<file path="src/hw/fcs_pkg.sv">
// Shared constants for the flash configuration and status register bank
package fcs_pkg;
    // Register offsets on the host register port
    localparam logic [15:0] ADDR_CFG = 16'hF221;
    localparam logic [15:0] ADDR_SPARE = 16'hF222;
    localparam logic [15:0] ADDR_STAT = 16'hF240;

    // Configuration register reset value and field positions
    localparam logic [15:0] CFG_RESET = 16'h40C0;
    localparam int CFG_SYNC = 15;
    localparam int CFG_LAT_HI = 14;
    localparam int CFG_LAT_LO = 12;
    localparam int CFG_LEN_HI = 11;
    localparam int CFG_LEN_LO = 9;
    localparam int CFG_ECC = 8;
    localparam int CFG_READY_POLARITY = 7;
    localparam int CFG_IRQPOL = 6;
    localparam int CFG_PINOE = 5;
    localparam int CFG_RDYCONF = 4;
    localparam int CFG_WPROT = 0;
    // Bits that software may write; the others are fixed
    localparam logic [15:0] CFG_WMASK = 16'hFFF0;
    localparam logic CFG_WPROT_VAL = 1'b0;

    // Status register reset value and field positions
    localparam logic [15:0] STAT_RESET = 16'h0000;
    localparam int ST_ONGO = 15;
    localparam int ST_LOCK = 14;
    localparam int ST_LOAD = 13;
    localparam int ST_PROG = 12;
    localparam int ST_ERASE = 11;
    localparam int ST_ERR = 10;
    localparam int ST_SUS = 9;
    localparam int ST_RSTB = 7;
    localparam int ST_OTPL = 6;
    localparam int ST_TOUT = 0;
    localparam logic ST_TOUT_VAL = 1'b0;

    // Burst field codes and decoded values
    localparam logic [2:0] LEN_CONT = 3'h0;
    localparam logic [2:0] LEN_MAX_CODE = 3'h4;
    localparam logic [5:0] LEN_BASE_WORDS = 6'h04;
    localparam logic [2:0] LAT_WRAP_CODE = 3'h2;
    localparam logic [3:0] LAT_WRAP_ADD = 4'h8;

    // Kind of internal operation reported by the controller
    typedef enum logic [1:0] {
        OP_LOAD = 2'b00,
        OP_PROG = 2'b01,
        OP_ERASE = 2'b10,
        OP_VERIFY = 2'b11
    } fcs_op_t;
endpackage : fcs_pkg

</file>
<file path="src/hw/fcs_regs.sv">
// Configuration and status register bank with ready and interrupt pins
//
// Contract
// - Config bits 14:12 choose clocks before first burst word.
// - Length code 0 is continuous, 1..4 give 4..32 words, 5..7 reserved.
// - Config bit 8 set bypasses error correction; clear corrects data.
// - Config bit 7 sets ready pin polarity, 1 means high for ready.
// - Config bit 6 sets interrupt pin polarity; default (bit 6 set) passes master bit uninverted.
// - Ready and interrupt pins float until pin enable bit 5 is set.
// - Pin enable clears on cold reset or a written 0; default off.
// - Config bit 4 picks ready one clock early or with valid data.
// - Config bit 0 is read-only write-protect flag, always reads 0.
// - Second configuration location is reserved with no function.
// - Status register is read-only, resets to zero, shows device state.
// - Status bit 15 reads 1 while any internal operation is busy.
// - Status bit 14 set on locked buffer load or locked program/erase.
// - Status bit 13 reads 1 while load busy or failed.
// - Status bit 12 reads 1 while program busy or failed.
// - Status bit 11 reads 1 while erase busy or failed.
// - Status bit 10 flags failure, invalid command or reset abort.
// - Status bit 9 reads 1 while erase is suspended.
// - Status bit 0 timeout flag always reads 0.
// - Master interrupt bit 0 drives pin per interrupt polarity.
// - Burst length and latency apply only in synchronous read mode.
//
// Local design decision: the plain strobed port.
module fcs_regs (
    input wire logic clk,
    input wire logic rst,
    input wire logic warm_rst,
    input wire logic [15:0] reg_addr,
    input wire logic [15:0] reg_wdata,
    input wire logic reg_wr,
    input wire logic reg_rd,
    output logic [15:0] reg_rdata,
    input wire logic ev_start,
    input wire fcs_pkg::fcs_op_t ev_kind,
    input wire logic ev_pass,
    input wire logic ev_fail,
    input wire logic ev_locked,
    input wire logic ev_invalid,
    input wire logic ev_suspend,
    input wire logic ev_resume,
    input wire logic ev_abort,
    input wire logic otp_locked,
    input wire logic irq_master,
    input wire logic word_valid,
    input wire logic word_valid_next,
    output logic sync_read_sel,
    output logic [3:0] burst_latency_clks,
    output logic [5:0] burst_len_words,
    output logic ecc_bypass,
    output logic rdy_out,
    output logic rdy_oe_n,
    output logic irq_out,
    output logic irq_oe_n
);
    logic [15:0] cfg_q;
    logic [15:0] stat_q;
    logic [15:0] rdata_q;
    logic [2:0] len_code;
    logic rdy_active;
    logic ev_above_resume;

    // Latency clocks for a latency code; low codes wrap to the long settings
    function automatic logic [3:0] lat_clks(input logic [2:0] code);
        if (code <= fcs_pkg::LAT_WRAP_CODE) begin
            lat_clks = {1'b0, code} + fcs_pkg::LAT_WRAP_ADD;
        end else begin
            lat_clks = {1'b0, code};
        end
    endfunction : lat_clks

    // Words per burst for a length code, zero meaning continuous
    function automatic logic [5:0] len_words(input logic [2:0] code);
        if (code == fcs_pkg::LEN_CONT) begin
            len_words = 6'h00;
        end else begin
            len_words = fcs_pkg::LEN_BASE_WORDS << (code - 3'h1);
        end
    endfunction : len_words

    // Configuration register
    always_ff @(posedge clk or posedge rst) begin
        if (rst) begin
            cfg_q <= fcs_pkg::CFG_RESET;
        end else if (warm_rst) begin
            cfg_q <= (fcs_pkg::CFG_RESET
                & ~(16'h0001 << fcs_pkg::CFG_PINOE))
                | (cfg_q & (16'h0001 << fcs_pkg::CFG_PINOE));
        end else if (reg_wr && reg_addr == fcs_pkg::ADDR_CFG) begin
            cfg_q <= (reg_wdata & fcs_pkg::CFG_WMASK)
                | (cfg_q & ~fcs_pkg::CFG_WMASK);
            if (reg_wdata[fcs_pkg::CFG_LEN_HI:fcs_pkg::CFG_LEN_LO]
                    > fcs_pkg::LEN_MAX_CODE) begin
                cfg_q[fcs_pkg::CFG_LEN_HI:fcs_pkg::CFG_LEN_LO] <=
                    cfg_q[fcs_pkg::CFG_LEN_HI:fcs_pkg::CFG_LEN_LO];
            end
        end
    end

    assign len_code = cfg_q[fcs_pkg::CFG_LEN_HI:fcs_pkg::CFG_LEN_LO];
    assign sync_read_sel = cfg_q[fcs_pkg::CFG_SYNC];
    assign ecc_bypass = cfg_q[fcs_pkg::CFG_ECC];
    assign burst_latency_clks = sync_read_sel
        ? lat_clks(cfg_q[fcs_pkg::CFG_LAT_HI:fcs_pkg::CFG_LAT_LO]) : 4'h0;
    assign burst_len_words = sync_read_sel ? len_words(len_code) : 6'h00;

    // Any event that outranks a resume in the same cycle
    assign ev_above_resume = ev_abort || ev_locked || ev_start || ev_fail
        || ev_pass || ev_invalid || ev_suspend;

    // Status register driven by controller events; in one cycle abort wins, then locked, start, fail, pass, invalid, suspend, resume
    always_ff @(posedge clk or posedge rst) begin
        if (rst) begin
            stat_q <= fcs_pkg::STAT_RESET;
        end else if (warm_rst) begin
            stat_q <= fcs_pkg::STAT_RESET;
        end else if (ev_abort) begin
            stat_q[fcs_pkg::ST_ONGO] <= 1'b0;
            stat_q[fcs_pkg::ST_ERR] <= 1'b1;
            stat_q[fcs_pkg::ST_RSTB] <= 1'b1;
        end else if (ev_locked) begin
            stat_q[fcs_pkg::ST_ONGO] <= 1'b0;
            stat_q[fcs_pkg::ST_LOCK] <= 1'b1;
            stat_q[fcs_pkg::ST_ERR] <= 1'b1;
            stat_q[fcs_pkg::ST_LOAD] <= ev_kind == fcs_pkg::OP_LOAD;
            stat_q[fcs_pkg::ST_PROG] <= ev_kind == fcs_pkg::OP_PROG;
            stat_q[fcs_pkg::ST_ERASE] <= ev_kind == fcs_pkg::OP_ERASE;
        end else if (ev_start) begin
            stat_q[fcs_pkg::ST_ONGO] <= 1'b1;
            stat_q[fcs_pkg::ST_LOCK] <= 1'b0;
            stat_q[fcs_pkg::ST_ERR] <= 1'b0;
            stat_q[fcs_pkg::ST_RSTB] <= 1'b0;
            stat_q[fcs_pkg::ST_LOAD] <= ev_kind == fcs_pkg::OP_LOAD;
            stat_q[fcs_pkg::ST_PROG] <= ev_kind == fcs_pkg::OP_PROG;
            stat_q[fcs_pkg::ST_ERASE] <= ev_kind == fcs_pkg::OP_ERASE
                || stat_q[fcs_pkg::ST_SUS];
        end else if (ev_fail) begin
            // failed operation keeps its kind bit
            stat_q[fcs_pkg::ST_ONGO] <= 1'b0;
            stat_q[fcs_pkg::ST_ERR] <= 1'b1;
        end else if (ev_pass) begin
            stat_q[fcs_pkg::ST_ONGO] <= 1'b0;
            stat_q[fcs_pkg::ST_LOAD] <= 1'b0;
            stat_q[fcs_pkg::ST_PROG] <= 1'b0;
            stat_q[fcs_pkg::ST_ERASE] <= stat_q[fcs_pkg::ST_SUS];
        end else if (ev_invalid) begin
            stat_q[fcs_pkg::ST_ONGO] <= 1'b0;
            stat_q[fcs_pkg::ST_ERR] <= 1'b1;
            stat_q[fcs_pkg::ST_LOCK] <= 1'b0;
            stat_q[fcs_pkg::ST_LOAD] <= 1'b0;
            stat_q[fcs_pkg::ST_PROG] <= 1'b0;
            stat_q[fcs_pkg::ST_ERASE] <= stat_q[fcs_pkg::ST_SUS];
        end else if (ev_suspend) begin
            stat_q[fcs_pkg::ST_ONGO] <= 1'b0;
            stat_q[fcs_pkg::ST_SUS] <= 1'b1;
            stat_q[fcs_pkg::ST_ERASE] <= 1'b1;
            stat_q[fcs_pkg::ST_ERR] <= 1'b0;
        end else if (ev_resume) begin
            stat_q[fcs_pkg::ST_SUS] <= 1'b0;
            stat_q[fcs_pkg::ST_ONGO] <= 1'b1;
            stat_q[fcs_pkg::ST_ERASE] <= 1'b1;
            stat_q[fcs_pkg::ST_LOAD] <= 1'b0;
            stat_q[fcs_pkg::ST_PROG] <= 1'b0;
            stat_q[fcs_pkg::ST_ERR] <= 1'b0;
        end
    end

    // Read data, valid only in the cycle after the read strobe
    always_ff @(posedge clk or posedge rst) begin
        if (rst) begin
            rdata_q <= 16'h0000;
        end else if (!reg_rd) begin
            rdata_q <= 16'h0000;
        end else if (reg_addr == fcs_pkg::ADDR_CFG) begin
            rdata_q <= cfg_q;
            rdata_q[fcs_pkg::CFG_WPROT] <= fcs_pkg::CFG_WPROT_VAL;
        end else if (reg_addr == fcs_pkg::ADDR_STAT) begin
            rdata_q <= stat_q;
            rdata_q[fcs_pkg::ST_OTPL] <= otp_locked;
            rdata_q[fcs_pkg::ST_TOUT] <= fcs_pkg::ST_TOUT_VAL;
        end else begin
            rdata_q <= 16'h0000;
        end
    end
    assign reg_rdata = rdata_q;

    assign rdy_active = cfg_q[fcs_pkg::CFG_RDYCONF] ? word_valid
        : word_valid_next;
    assign rdy_out = cfg_q[fcs_pkg::CFG_READY_POLARITY] ? rdy_active : ~rdy_active;
    assign irq_out = cfg_q[fcs_pkg::CFG_IRQPOL] ? irq_master : ~irq_master;
    assign rdy_oe_n = ~cfg_q[fcs_pkg::CFG_PINOE];
    assign irq_oe_n = ~cfg_q[fcs_pkg::CFG_PINOE];
endmodule : fcs_regs

</file>
<file path="config.mk">
export PLATFORM = sky130hd
export DESIGN_NAME = fcs_regs
export DESIGN_NICKNAME = d
export VERILOG_FILES = /design/src/hw/fcs_pkg.sv /design/src/hw/fcs_regs.sv
export SDC_FILE = /design/constraint.sdc
export NUM_CORES = 1
export LEC_CHECK = 0
export BUFFER_PORTS_ARGS = -buffer_cell sky130_fd_sc_hd__buf_4
export CORE_MARGIN = 10
export CORE_UTILIZATION = 35
export DETAILED_ROUTE_END_ITERATION = 10
export PLACE_DENSITY_LB_ADDON = 0.1
export SYNTH_ARGS = -nofsm -noshare
export SYNTH_HDL_FRONTEND = slang
export SYNTH_SLANG_ARGS = --single-unit
</file>
<file path="constraint.sdc">
create_clock -name clk -period 1.4 [get_ports clk]
set_input_delay 0.14 -clock clk [delete_from_list [all_inputs] [get_ports clk]]
set_output_delay 0.14 -clock clk [all_outputs]
set_load 0.01 [all_outputs]
</file>
==> After elaboration in Yosys (flattened, before gate mapping) <==
Index checks and enable logic that the tools add are counted.
{ "classes": {"addsub": 2, "n_lt_le_gt_ge": 2, "n_eq_ne": 16, "shift": 1, "n_mux": 58, "bitwise_logic": 5, "n_reduce_logical": 20} }
{ "op_table": {"columns": ["cell", "n"], "rows": [
  ["$mux W16", 5],
  ["$mux W5", 9],
  ["$eq A16 B16 Y1 const B", 2],
  ["$mux W3", 10],
  ["$mux W6", 4],
  ["$mux W1", 22],
  ["$mux W4", 5],
  ["$or A16 B4 Y16", 1],
  ["$ne A2 B2 Y1 const B", 7],
  ["$reduce_bool A9 Y1", 1],
  ["$ne A4 B3 Y1 const B", 2],
  ["$reduce_and A2 Y1", 4],
  ["$reduce_and A4 Y1", 2],
  ["$reduce_bool A8 Y1", 1],
  ["$mux W7", 1],
  ["$reduce_and A7 Y1", 1],
  ["$reduce_bool A7 Y1", 1],
  ["$ne A6 B3 Y1 const B", 1],
  ["$ne A6 B6 Y1 const B", 1],
  ["$reduce_bool A3 Y1", 2],
  ["$reduce_bool A6 Y1", 1],
  ["$shl A3 B3 Y6 const A", 1],
  ["$add A3 B4 Y4 const B", 1],
  ["$mux W2", 2],
  ["other kinds (14)", 17]
]} }
{ "totals": {"register_bits": 40, "in_bits": 51, "out_inout_bits": 32, "word_cells": 115} }

==> Logic depth before layout (Yosys ltp) <==
Gate-level depths: netlist of run 1.
{ "depth": {"ltp_word": 24, "depth_mapped": 5, "depth_no_buf": 4} }

==> Least setup slack after synthesis of run 1 <==
OpenSTA, ideal clock, no wires.
{ "synth_timing": {"path_kind": "input-to-reg", "startpoint": "input reg_addr[10]", "endpoint": "register cfg_q[5]", "setup_ns": 0.128, "arrival_time_ns": 1.217, "t_required_ns": 1.272, "slack_ns": 0.056, "cell_stages": 4, "n_path_buf": 0, "cell_sequence": "and4bb_2 nand4_1 nor3_1 mux2_1"} }
{ "synth_between": {"elab_chain_len": 3} }
{ "synth_rtl": {"columns": ["element", "line", "source"], "rows": [
  ["from (decl)", "fcs_regs.sv:31", "input wire logic [15:0] reg_addr,"],
  ["$eq A16 B16 Y1", "fcs_regs.sv:91", "end else if (reg_wr && reg_addr == fcs_pkg::ADDR_CFG) begin"],
  ["$logic_and A1 B1 Y1", "fcs_regs.sv:91", null],
  ["$reduce_and A2 Y1 (no source line)", null, null],
  ["to (signal assigned)", "fcs_regs.sv:88", "cfg_q <= (fcs_pkg::CFG_RESET"],
  ["to (signal assigned)", "fcs_regs.sv:92", "cfg_q <= (reg_wdata & fcs_pkg::CFG_WMASK)"],
  ["to (signal, indexed assignment)", "fcs_regs.sv:96", "cfg_q[fcs_pkg::CFG_LEN_HI:fcs_pkg::CFG_LEN_LO] <="],
  ["to (decl)", "fcs_regs.sv:58", "logic [15:0] cfg_q;"]
]} }
Every way passes these cells.
A chain may end at the register's enable or synchronous reset.

==> Worst setup path in the final report of run 1 <==
{ "layout_timing": {"startpoint": "register cfg_q[13]", "endpoint": "output burst_latency_clks[3]"} }
{ "layout_between": {"elab_chain_len": 3, "word_cells_on_any_way": 4, "cone_classes": "add/sub (1); order compare (1); mux (2)"} }
{ "layout_rtl": {"columns": ["element", "line", "source"], "rows": [
  ["from (signal assigned)", "fcs_regs.sv:86", "cfg_q <= fcs_pkg::CFG_RESET;"],
  ["from (signal assigned)", "fcs_regs.sv:88", null],
  ["from (signal assigned)", "fcs_regs.sv:92", null],
  ["$add A3 B4 Y4 / $le A3 B2 Y1 (equally long branches)", "fcs_regs.sv:68, fcs_regs.sv:67", null],
  ["$mux W4 *", "fcs_regs.sv:67", "if (code <= fcs_pkg::LAT_WRAP_CODE) begin"],
  ["$mux W4 *", "fcs_regs.sv:106", "? lat_clks(cfg_q[fcs_pkg::CFG_LAT_HI:fcs_pkg::CFG_LAT_LO]) : 4'h0;"],
  ["to (decl)", "fcs_regs.sv:50", "output logic [3:0] burst_latency_clks,"]
]} }
Every way passes the cells marked *; elsewhere a longest branch is shown, timed or not.

==> summary.txt, run 1 <==
STA
  • Final hold violation count: 0
  • Final worst slack: 0.0550 ns
  • Max Slew Vio Count: 0
  • RSZ-0062 raised after global routing: true
  • Final setup viols: 0
  • Final min period: 1.35 ns
  • F_max: 0.743 GHz
  • Tightest hold margin: about 0.077 ns
  • Clock Skew: 0.00626 ns
  • Period utilisation layout: a little over nine tenths

Pwr
  • Sw Ratio: 21.3%
  • Sw Pwr: 0.455 mW
  • VDD IR-drop max: 0.564 mV
  • Power Dens Cells: 829 nW/um^2
  • Static Leak: 1.21 nW
  • Comb power frac: 11.9%
  • Power share of the sequential group: 45.6%
  • Clock network power share: 42.5%
  • Internal Power: around 1.7 mW

Floorplanning
  • Die Span Y: 90.4 um
  • Starting density of the core: 36.5%
  • Die Area: a little over 8000 um^2
  • Core ar.: 4750 um^2
  • Total I/O pin count: 83
  • Die width: around 90 um
  • # rows: 25

Setup path
  • Critical path class: register to primary output
  • Worst path bufs/invs: 1
  • Reg-to-reg endpoint: stat_q[11]
  • Worst Setup Start Kind: register
  • Critical-path cell with the highest stage delay: dfrtp_1
  • Critical-path cell list: a211oi_1 -> buf_4
  • Worst EP required: 1.26 ns
  • FF-to-FF setup slack: 0.26 ns
  • Worst R2R Path Depth: 3
  • Count of cell instances traversed by the critical path: 2
  • Worst Setup SP: cfg_q[13]
  • CP endpoint: burst_latency_clks[3]
  • Reg2reg start: stat_q[9]
  • CP arrival: between 1 and 1.5 ns
  • CP max FO: 4
  • Crit path max-delay family: flip-flops
  • Critical path's largest stage delay: 0.41 ns
  • CP endpoint kind: primary output

Synthesis
  • Synth async-reset ratio: between 90% and 100%
  • Post-synthesis instance area: 1740 um^2
  • Post-synth top cells: dfrtp_1, a21oi_1, nor2_1
  • Synth area leaders: dfrtp_1, dfstp_2, a22o_1
  • Number of synthesized register bits: 33
  • Register area share after synthesis: 47.8%
  • Ys Warns: 0
  • Synth top area share: a little over two fifths
  • Synth Instances: 172
  • Synth area leader: dfrtp_1
  • Mapped Avg Cell Area: 10.1 um^2
  • Count leader, synth: dfrtp_1
  • Unique masters post-synth: 43
  • Commonest register cell after synthesis: dfrtp_1
  • EDFF count, synth: 0

Worst hold path
  • Worst hold path class: primary input to register

Clock network
  • Sinks on Clock Net: 33
  • Clk_lat worst skew: roughly 0.28 ns
  • H-tree Lvls: 2
  • CTS tree: built
  • CTS root buf: clkbuf_8
  • TritonCTS Buffers: 5
  • Clock slew at reported path FFs: 0.07 ns
  • Max clock buf depth: 2

Route
  • DRC: 0
  • Wire per inst: between 15 and 20 um
  • WL final: about 5000 um
  • Remaining antenna violation count after routing: 0
  • Drt first pass iters: 4
  • Initial DRC Count: 75
  • Vias/cell: 4.90
  • Total number of vias: around 1600

Placed design
  • Post-DP HPWL: 3930 um
  • Pre-CTS setup slack: -0.0543 ns
  • GPL Wtd Cong: approximately 0.80
  • Dpl cells: 316
  • PortBufs: 75

Global routing
  • Pin count of the biggest net entering global routing: 34
  • Gr ovfl total: 0
  • Vias in the first global route: 1684
  • Total GRT Usage: around 12%
  • First-pass GRT wire length: 8290 um
  • Initial antenna violation count: 0

Final layout
  • Layout cells sized above 1: 42.1%
  • NumNets Final: 309
  • Finished Layout Cells: roughly 330
  • Area growth syn-to-layout: 48.6%
  • # diodes: 0

Status
  • Status: finished, final reports clean

Job
  • Max cap viols: 0
[what timing repair did]
item,in CTS,in global routing
hold endpoints to repair,30,0
pin swaps,0,1
setup endpoints to repair,3,2
resized for setup,2,1
hold buffers,1,0
setup buffers,1,0
[layout by cell type, fill, tap and decap left out, types with 2 or more instances in the layout]
cell and n:
nor4b_1 3, and2_1 5, nor4_1 4, dfrtp_1 29, nand3b_1 4, buf_4 84, nand2b_1 2, conb_1 4
clkbuf_8 6, and4b_1 2, mux2_2 2, a31oi_1 3, nand4_1 2, buf_12 3, nand2_1 6, nand3_1 11
mux2i_1 2, dfstp_2 3, a21oi_1 13, nor2_1 13, nor4_4 2, nor4b_2 2, inv_1 6, nor3_1 7
o21ai_0 10, a22o_1 9
[power groups by stage]
stage               registers [mW]  logic (mW)  clock network (mW)
floorplan                    0.990      0.0996                   0
global placement             0.992       0.254                   0
detailed placement           0.992       0.253                   0
CTS                          0.974       0.256               0.932
global route                 0.976       0.279               0.973
finish                       0.974       0.255               0.910
[flip-flops by register name (all words and copies together) (netlist names)]
register,flops
cfg_q,12
reg_rdata,13
stat_q,8
[cell type report]
class | count | area (um^2)
clock inverter | 1 | 30.0
fill | 458 | 2170
tap | 67 | 83.8
multi-input combinational | 124 | 826
timing repair buffer | 88 | 701
clock buffer | 7 | 86.3
inverter | 6 | 22.5
sequential | 33 | 831
[cells by family after synthesis]
group / Yosys count / share of synthesized area, %
multiplexers: 5 / 3.10
flip-flops: 33 / 47.8
XOR/XNOR: 2 / 1.01
buffers and inverters: 18 / 6.05
AND/OR/NAND/NOR: 70 / 25.9
AO/OA/AOI/OAI: 43 / 15.9
other: 1 / 0.216
[worst min-delay path by stage]
stage / start / slack, ns / end / cells past startpoint
2_1_floorplan: rst / 0.27 / cfg_q[10] / 1
4_1_cts: otp_locked / 0.07 / reg_rdata[6] / 2
3_3_place_gp: rst / 0.27 / reg_rdata[12] / 3
6_report: otp_locked / 0.08 / reg_rdata[6] / 2
5_1_grt: otp_locked / 0.07 / reg_rdata[6] / 2
3_5_place_dp: rst / 0.26 / reg_rdata[12] / 3
[metal layers]
metal  wire length, um  global-route usage (%)
met1              2220                    13.9
met2              2380                    19.8
met3               420                    5.82
met4                21                    3.58
met5                 0                       0
[through the flow]
step                      util, %  area, um^2  total power [mW]  setup TNS [ns]
final                        54.3        2580              2.14               0
after global routing         54.3        2580              2.23        -0.00882
after CTS                    54.2        2580              2.16               0
after detailed placement     51.2        2430              1.24         -0.0656
after global placement       51.2        2430              1.25         -0.0409
after floorplan                 -        1750              1.09               0
(Power assumes the default switching activity.)
==> inputs of run 2 (changes only) <==
- CORE_UTILIZATION: 35 -> 46
- SETUP_SLACK_MARGIN: unset -> 0.1
==> run 2 against run 1 <==
Clock-buffer cell count stayed put. Maximum frequency is 4.1% higher. Sequential share of layout area is 0.081 points higher. Critical endpoint is now rdy_out. Highest routed layer unchanged. Die area is 19% lower. Wire length is 4.7% lower. Sequential power hardly changed. First-iteration DRC count is 23% lower.
==> summary.txt, run 2 (same netlist as run 1, synthesis figures left out) <==
Status
  • Status: finished, final reports clean

Pwr
  • Sw Pwr: 0.434 mW (-4.4%)
  • Internal Power: 1.45 mW (-14%)
  • Power Dens Cells: 731 nW/um^2 (-12%)
  • VDD IR-drop max: 0.456 mV (-19%)
  • Power share of the sequential group: 51.7% (+6.1 points)
  • Static Leak: 1.24 nW (+2.2%)
  • Sw Ratio: 23.0% (+1.8 points)
  • Comb power frac: 13.3% (+1.4 points)
  • Clock network power share: 35.0% (-7.5 points)

Floorplanning
  • Starting density of the core: 47.4% (+11 points)
  • Total I/O pin count: 83 (unchanged)
  • # rows: 22 (-12%)
  • Die width: 81.4 um (-9.9%)
  • Die Area: 6630 um^2 (-19%)
  • Die Span Y: 81.4 um (-9.9%)
  • Core ar.: 3660 um^2 (-23%)

STA
  • Final min period: 1.29 ns (-0.0530 ns)
  • Final setup viols: 0 (unchanged)
  • Clock Skew: 0.00505 ns (-0.00121 ns)
  • Tightest hold margin: 0.0802 ns (+0.00333 ns)
  • Final hold violation count: 0 (unchanged)
  • Max Slew Vio Count: 0 (unchanged)
  • RSZ-0062 raised after global routing: true
  • F_max: 0.774 GHz (+4.1%)
  • Period utilisation layout: 92.3% (-3.8 points)

Global routing
  • Vias in the first global route: 1694 (+0.59%)
  • Total GRT Usage: 14.9% (+2.7 points)
  • Gr ovfl total: 0 (unchanged)
  • First-pass GRT wire length: 7850 um (-5.2%)
  • Initial antenna violation count: 0 (unchanged)
  • Pin count of the biggest net entering global routing: 34 (unchanged)

Final layout
  • Max reg flops: 13 (unchanged)
  • Leading cell type in the layout, fill and taps excluded: buf_4
  • Finished Layout Cells: 315 (-3.4%)
  • Area growth syn-to-layout: 48.6% (about the same)
  • Core Util, Final: 70.5% (+16 points)
  • Commonest cells after routing, fill and taps aside: buf_4, dfrtp_1, nor2_1, a21oi_1, nand3_1
  • NumNets Final: 317 (+2.6%)
  • Layout cells sized above 1: 45.3% (+3.2 points)
  • # diodes: 0 (unchanged)

Setup path
  • Worst EP required: 1.26 ns (about the same)
  • CP endpoint kind: primary output
  • Critical path class: register to primary output
  • CP arrival: 1.15 ns (-0.06 ns)
  • Worst Setup Start Kind: register
  • CP max FO: 2 (-2)

Clock network
  • Max clock buf depth: 2 (unchanged)
  • CTS tree: built
  • Sinks on Clock Net: 33 (unchanged)
  • CTS root buf: clkbuf_8
  • TritonCTS Buffers: 5 (unchanged)
  • Clk_lat worst skew: 0.27 ns (about the same)
  • Clock slew at reported path FFs: 0.06 ns (about the same)
  • H-tree Lvls: 2 (unchanged)

Placed design
  • Post-DP HPWL: 3760 um (-4.1%)
  • GPL Wtd Cong: 0.838 (+4.5%)
  • Dpl cells: 299 (-5.4%)
  • PortBufs: 75 (unchanged)

Route
  • WL final: 4810 um (-4.7%)
  • Drt first pass iters: 4 (unchanged)
  • Total number of vias: 1638 (+2.6%)
  • DRC: 0 (unchanged)
  • Wire per inst: 15.3 um (-1.4%)
  • Vias/cell: 5.20 (+6.1%)
  • Initial DRC Count: 58 (-23%)
  • Remaining antenna violation count after routing: 0 (unchanged)

Job
  • Max cap viols: 0 (unchanged)

Worst hold path
  • Worst hold path class: primary input to register
-- run 2: cell count changes in the layout (fill, tap and decap cells not counted), sizes merged --
cell,change
buf,+8
bufinv,-1
clkinv,+1
-- run 2: what timing repair did --
item / CTS / global route
buffers inserted: 4 / 3
endpoints found under the setup margin: 6 / 5
resized for setup: 5 / 3
pin swaps: 1 / 0
hold buffers: 1 / 0
endpoints found under the hold margin: 30 / 0
-- run 2: power groups by stage --
stage                     clock network (mW)  registers (mW)  logic (mW)
after floorplan                            0           0.990      0.0996
after global placement                     0           0.992       0.248
after detailed placement                   0           0.992       0.250
after CTS                              0.681           0.975       0.253
after global routing                   0.734           0.975       0.279
final                                  0.660           0.975       0.251
-- run 2: path summary, 6_finish.rpt --
check | from | to | slack (ns) | cells past startpoint
worst max-delay path | cfg_q[4] | rdy_out | 0.11 | 3
worst min-delay path | reg_wdata[5] | cfg_q[5] | 0.08 | 2
worst max register to register | stat_q[9] | stat_q[11] | 0.28 | 3
worst min register to register | cfg_q[5] | cfg_q[5] | 0.49 | 1
max in group asynchronous | rst | cfg_q[14] | 0.56 | 4
min in group asynchronous | rst | reg_rdata[10] | 0.51 | 4
-- run 2: critical path, cell delays in order, from the launching register on --
cell and delay, ns:
dfrtp_1 0.36, mux2i_1 0.22, xor2_1 0.16, buf_4 0.14
-- run 2: layout make-up --
cell class	instances	area, um^2
Clock inverter	1	5.00
Multi-Input combinational cell	124	836
Fill cell	313	1080
Timing Repair Buffer	96	748
Tap cell	48	60.1
Sequential cell	33	833
Clock buffer	7	76.3
Inverter	6	22.5
-- run 2: per-layer routing --
metal / global-route usage (%) / wire length (um) / up-vias
met5: 0 / 0 / -
met4: 4.15 / 34 / 0
met3: 7.31 / 503 / 4
met2: 24.0 / 2300 / 57
met1: 17.1 / 1960 / 759
li1: - / - / 818
-- run 2: metrics by stage --
step / power [mW] / worst slack [ns] / setup TNS (ns) / instance area [um^2]
after floorplan: 1.09 / 0.0739 / 0 / 1750
after global placement: 1.24 / -0.00322 / -0.00420 / 2410
after detailed placement: 1.24 / -0.0315 / -0.0329 / 2410
after CTS: 1.91 / 0.0888 / 0 / 2550
after global routing: 1.99 / 0.0546 / 0 / 2580
final: 1.89 / 0.108 / 0 / 2580
==> inputs of run 3 (changes only) <==
- CTS_BUF_LIST: unset -> sky130_fd_sc_hd__clkbuf_16
==> run 3 against run 2 <==
Wire length up 0.25%. Utilization is 0.79 points higher. Sequential share of layout area decreased by 0.36 points. Hold slack gained 0.0050 ns. Via count up 0.31%. Total power is 18% higher. Critical path depth fell by 1.
==> summary.txt, run 3 (same netlist as run 1, synthesis figures left out) <==
Final layout
  • Leading cell type in the layout, fill and taps excluded: buf_4
  • Area growth syn-to-layout: 50.3%
  • NumNets Final: 314 (-0.95%)
  • # diodes: 0 (unchanged)
  • Fin area: 2610 um^2 (+1.1%)
  • Layout cells sized above 1: 43.9% (-1.4 points)
  • Core Util, Final: 71.3% (+0.79 points)
  • Max reg flops: 13 (unchanged)
  • Commonest cells after routing, fill and taps aside: buf_4, dfrtp_1, nor2_1, a21oi_1, nand3_1

STA
  • Final setup viols: 0 (unchanged)
  • Final min period: 1.31 ns (+0.0142 ns)
  • Final hold violation count: 0 (unchanged)
  • Max Slew Vio Count: 0 (unchanged)
  • RSZ-0062 raised after global routing: true
  • F_max: 0.766 GHz (-1.1%)
  • Period utilisation layout: 93.3% (+1.0 points)
  • Clock Skew: 0.00541 ns (+0.000359 ns)
  • Tightest hold margin: 0.0853 ns (+0.00505 ns)

Route
  • Initial DRC Count: 53 (-8.6%)
  • Wire per inst: 15.4 um (+1.2%)
  • DRC: 0 (unchanged)
  • DRT met1 WL: 1970 um (+0.25%)
  • Routed wl met2: 2320 um (+0.87%)
  • WL final: 4820 um (+0.25%)
  • Total number of vias: 1643 (+0.31%)
  • Max Used Layer: met4
  • Metal3 WL: 479 um (-4.8%)
  • Drt first pass iters: 4 (unchanged)
  • Vias/cell: 5.27 (+1.3%)
  • Remaining antenna violation count after routing: 0 (unchanged)

Pwr
  • VDD IR-drop max: 0.557 mV (+22%)
  • Static Leak: 1.25 nW (+0.92%)
  • Power Total: 2.23 mW (+18%)
  • Power Dens Cells: 853 nW/um^2 (+17%)

Setup path
  • Worst EP required: 1.26 ns (about the same)
  • CP max FO: 7 (+5)
  • CP arrival: 1.17 ns (+0.02 ns)
  • Worst R2R Path Depth: 3 (unchanged)
  • Critical path's largest stage delay: 0.45 ns (+0.09 ns)
  • Critical path class: register to primary output
  • Critical-path cell with the highest stage delay: dfrtp_2
  • Worst Setup Start Kind: register
  • Worst Setup SP: cfg_q[10]
  • FF-to-FF setup slack: 0.31 ns (+0.03 ns)
  • Critical-path cell list: nor4b_2 -> buf_4
  • Reg2reg start: stat_q[9]
  • CP endpoint kind: primary output

Placed design
  • Post-DP HPWL: 3760 um (unchanged)
  • GPL Wtd Cong: 0.838 (unchanged)
  • Placed Area: 2410 um^2 (unchanged)
  • PortBufs: 75 (unchanged)

Job
  • Max cap viols: 0 (unchanged)

Global routing
  • Pin count of the biggest net entering global routing: 34 (unchanged)
  • Initial antenna violation count: 0 (unchanged)
  • Total GRT Usage: 14.6% (-0.29 points)
  • Gr ovfl total: 0 (unchanged)
  • First-pass GRT wire length: 7730 um (-1.6%)
  • Vias in the first global route: 1696 (+0.12%)

Clock network
  • Sinks on Clock Net: 33 (unchanged)
  • H-tree Lvls: 2 (unchanged)
  • Clk_lat worst skew: 0.27 ns (about the same)
  • CTS tree: built
  • Clock slew at reported path FFs: 0.05 ns (about the same)
  • TritonCTS Buffers: 5 (unchanged)
  • Max clock buf depth: 2 (unchanged)
  • CTS root buf: clkbuf_16

Worst hold path
  • Hold Startpoint: reg_wdata[5]
  • Hold path depth: 2 (unchanged)
  • Worst hold path class: primary input to register

Status
  • Status: finished, final reports clean

Floorplanning
  • Total I/O pin count: 83 (unchanged)
  • Starting density of the core: 47.4% (unchanged)
  • Die width: 81.4 um (unchanged)
  • # rows: 22 (unchanged)
  • Die Area: 6630 um^2 (unchanged)
  • Die Span Y: 81.4 um (unchanged)
  • Core ar.: 3660 um^2 (unchanged)
[run 3: cell types whose count changed in the layout (fill, tap and decap cells not counted)]
cell / delta
nor3_2: -1
inv_2: -1
nor3_1: +1
clkbuf_16: +5
inv_1: +3
buf_4: -3
clkbuf_1: -2
clkbuf_8: -5
[run 3: timing repair]
item                                    CTS  global route
hold buffers                              1             0
resized for setup                         3             3
endpoints found under the setup margin    6             5
setup buffers                             2             2
endpoints found under the hold margin    30             0
[run 3: routing by layer]
| layer | GRT usage [%] | up-vias |
|---|---|---|
| li1 | - | 812 |
| met1 | 16.3 | 767 |
| met2 | 24.2 | 58 |
| met3 | 6.88 | 6 |
| met4 | 4.15 | 0 |
| met5 | 0 | - |
[run 3: report_power, final]
| group | leakage, nW | internal (mW) | switching (mW) |
|---|---|---|---|
| sequential | 0.438 | 0.969 | 0.00809 |
| combinational | 0.734 | 0.136 | 0.115 |
| clock | 0.0762 | 0.640 | 0.358 |
| total | 1.25 | 1.75 | 0.481 |
[run 3: through the flow]
step	worst slack (ns)	TNS [ns]	std cells
2_1_floorplan	0.0739	0	175
3_3_place_gp	-0.00322	-0.00420	299
4_1_cts	0.0767	0	310
6_report	0.0937	0	312
5_1_grt	0.0453	0	312
3_5_place_dp	-0.0315	-0.0329	299
[run 3: layout make-up]
class	instances	area [um^2]
clock inverter	3	12.5
sequential	33	833
clock buffer	5	125
multi-input combinational	124	831
tap	48	60.1
inverter	6	22.5
fill	310	1050
timing repair buffer	93	726
[run 3: critical path: cells and delay by family, from the launching register on]
kind                   cells  cell delay, ns
flip-flops                 1            0.45
buffers and inverters      1            0.16
AND/OR/NAND/NOR            1            0.29
[run 3: path summary, 6_finish.rpt]
| path | to |
|---|---|
| worst max-delay path | burst_len_words[2] |
| worst min-delay path | cfg_q[5] |
| worst max register to register | stat_q[11] |
| worst min register to register | cfg_q[5] |
| max in group asynchronous | cfg_q[14] |
| min in group asynchronous | reg_rdata[10] |
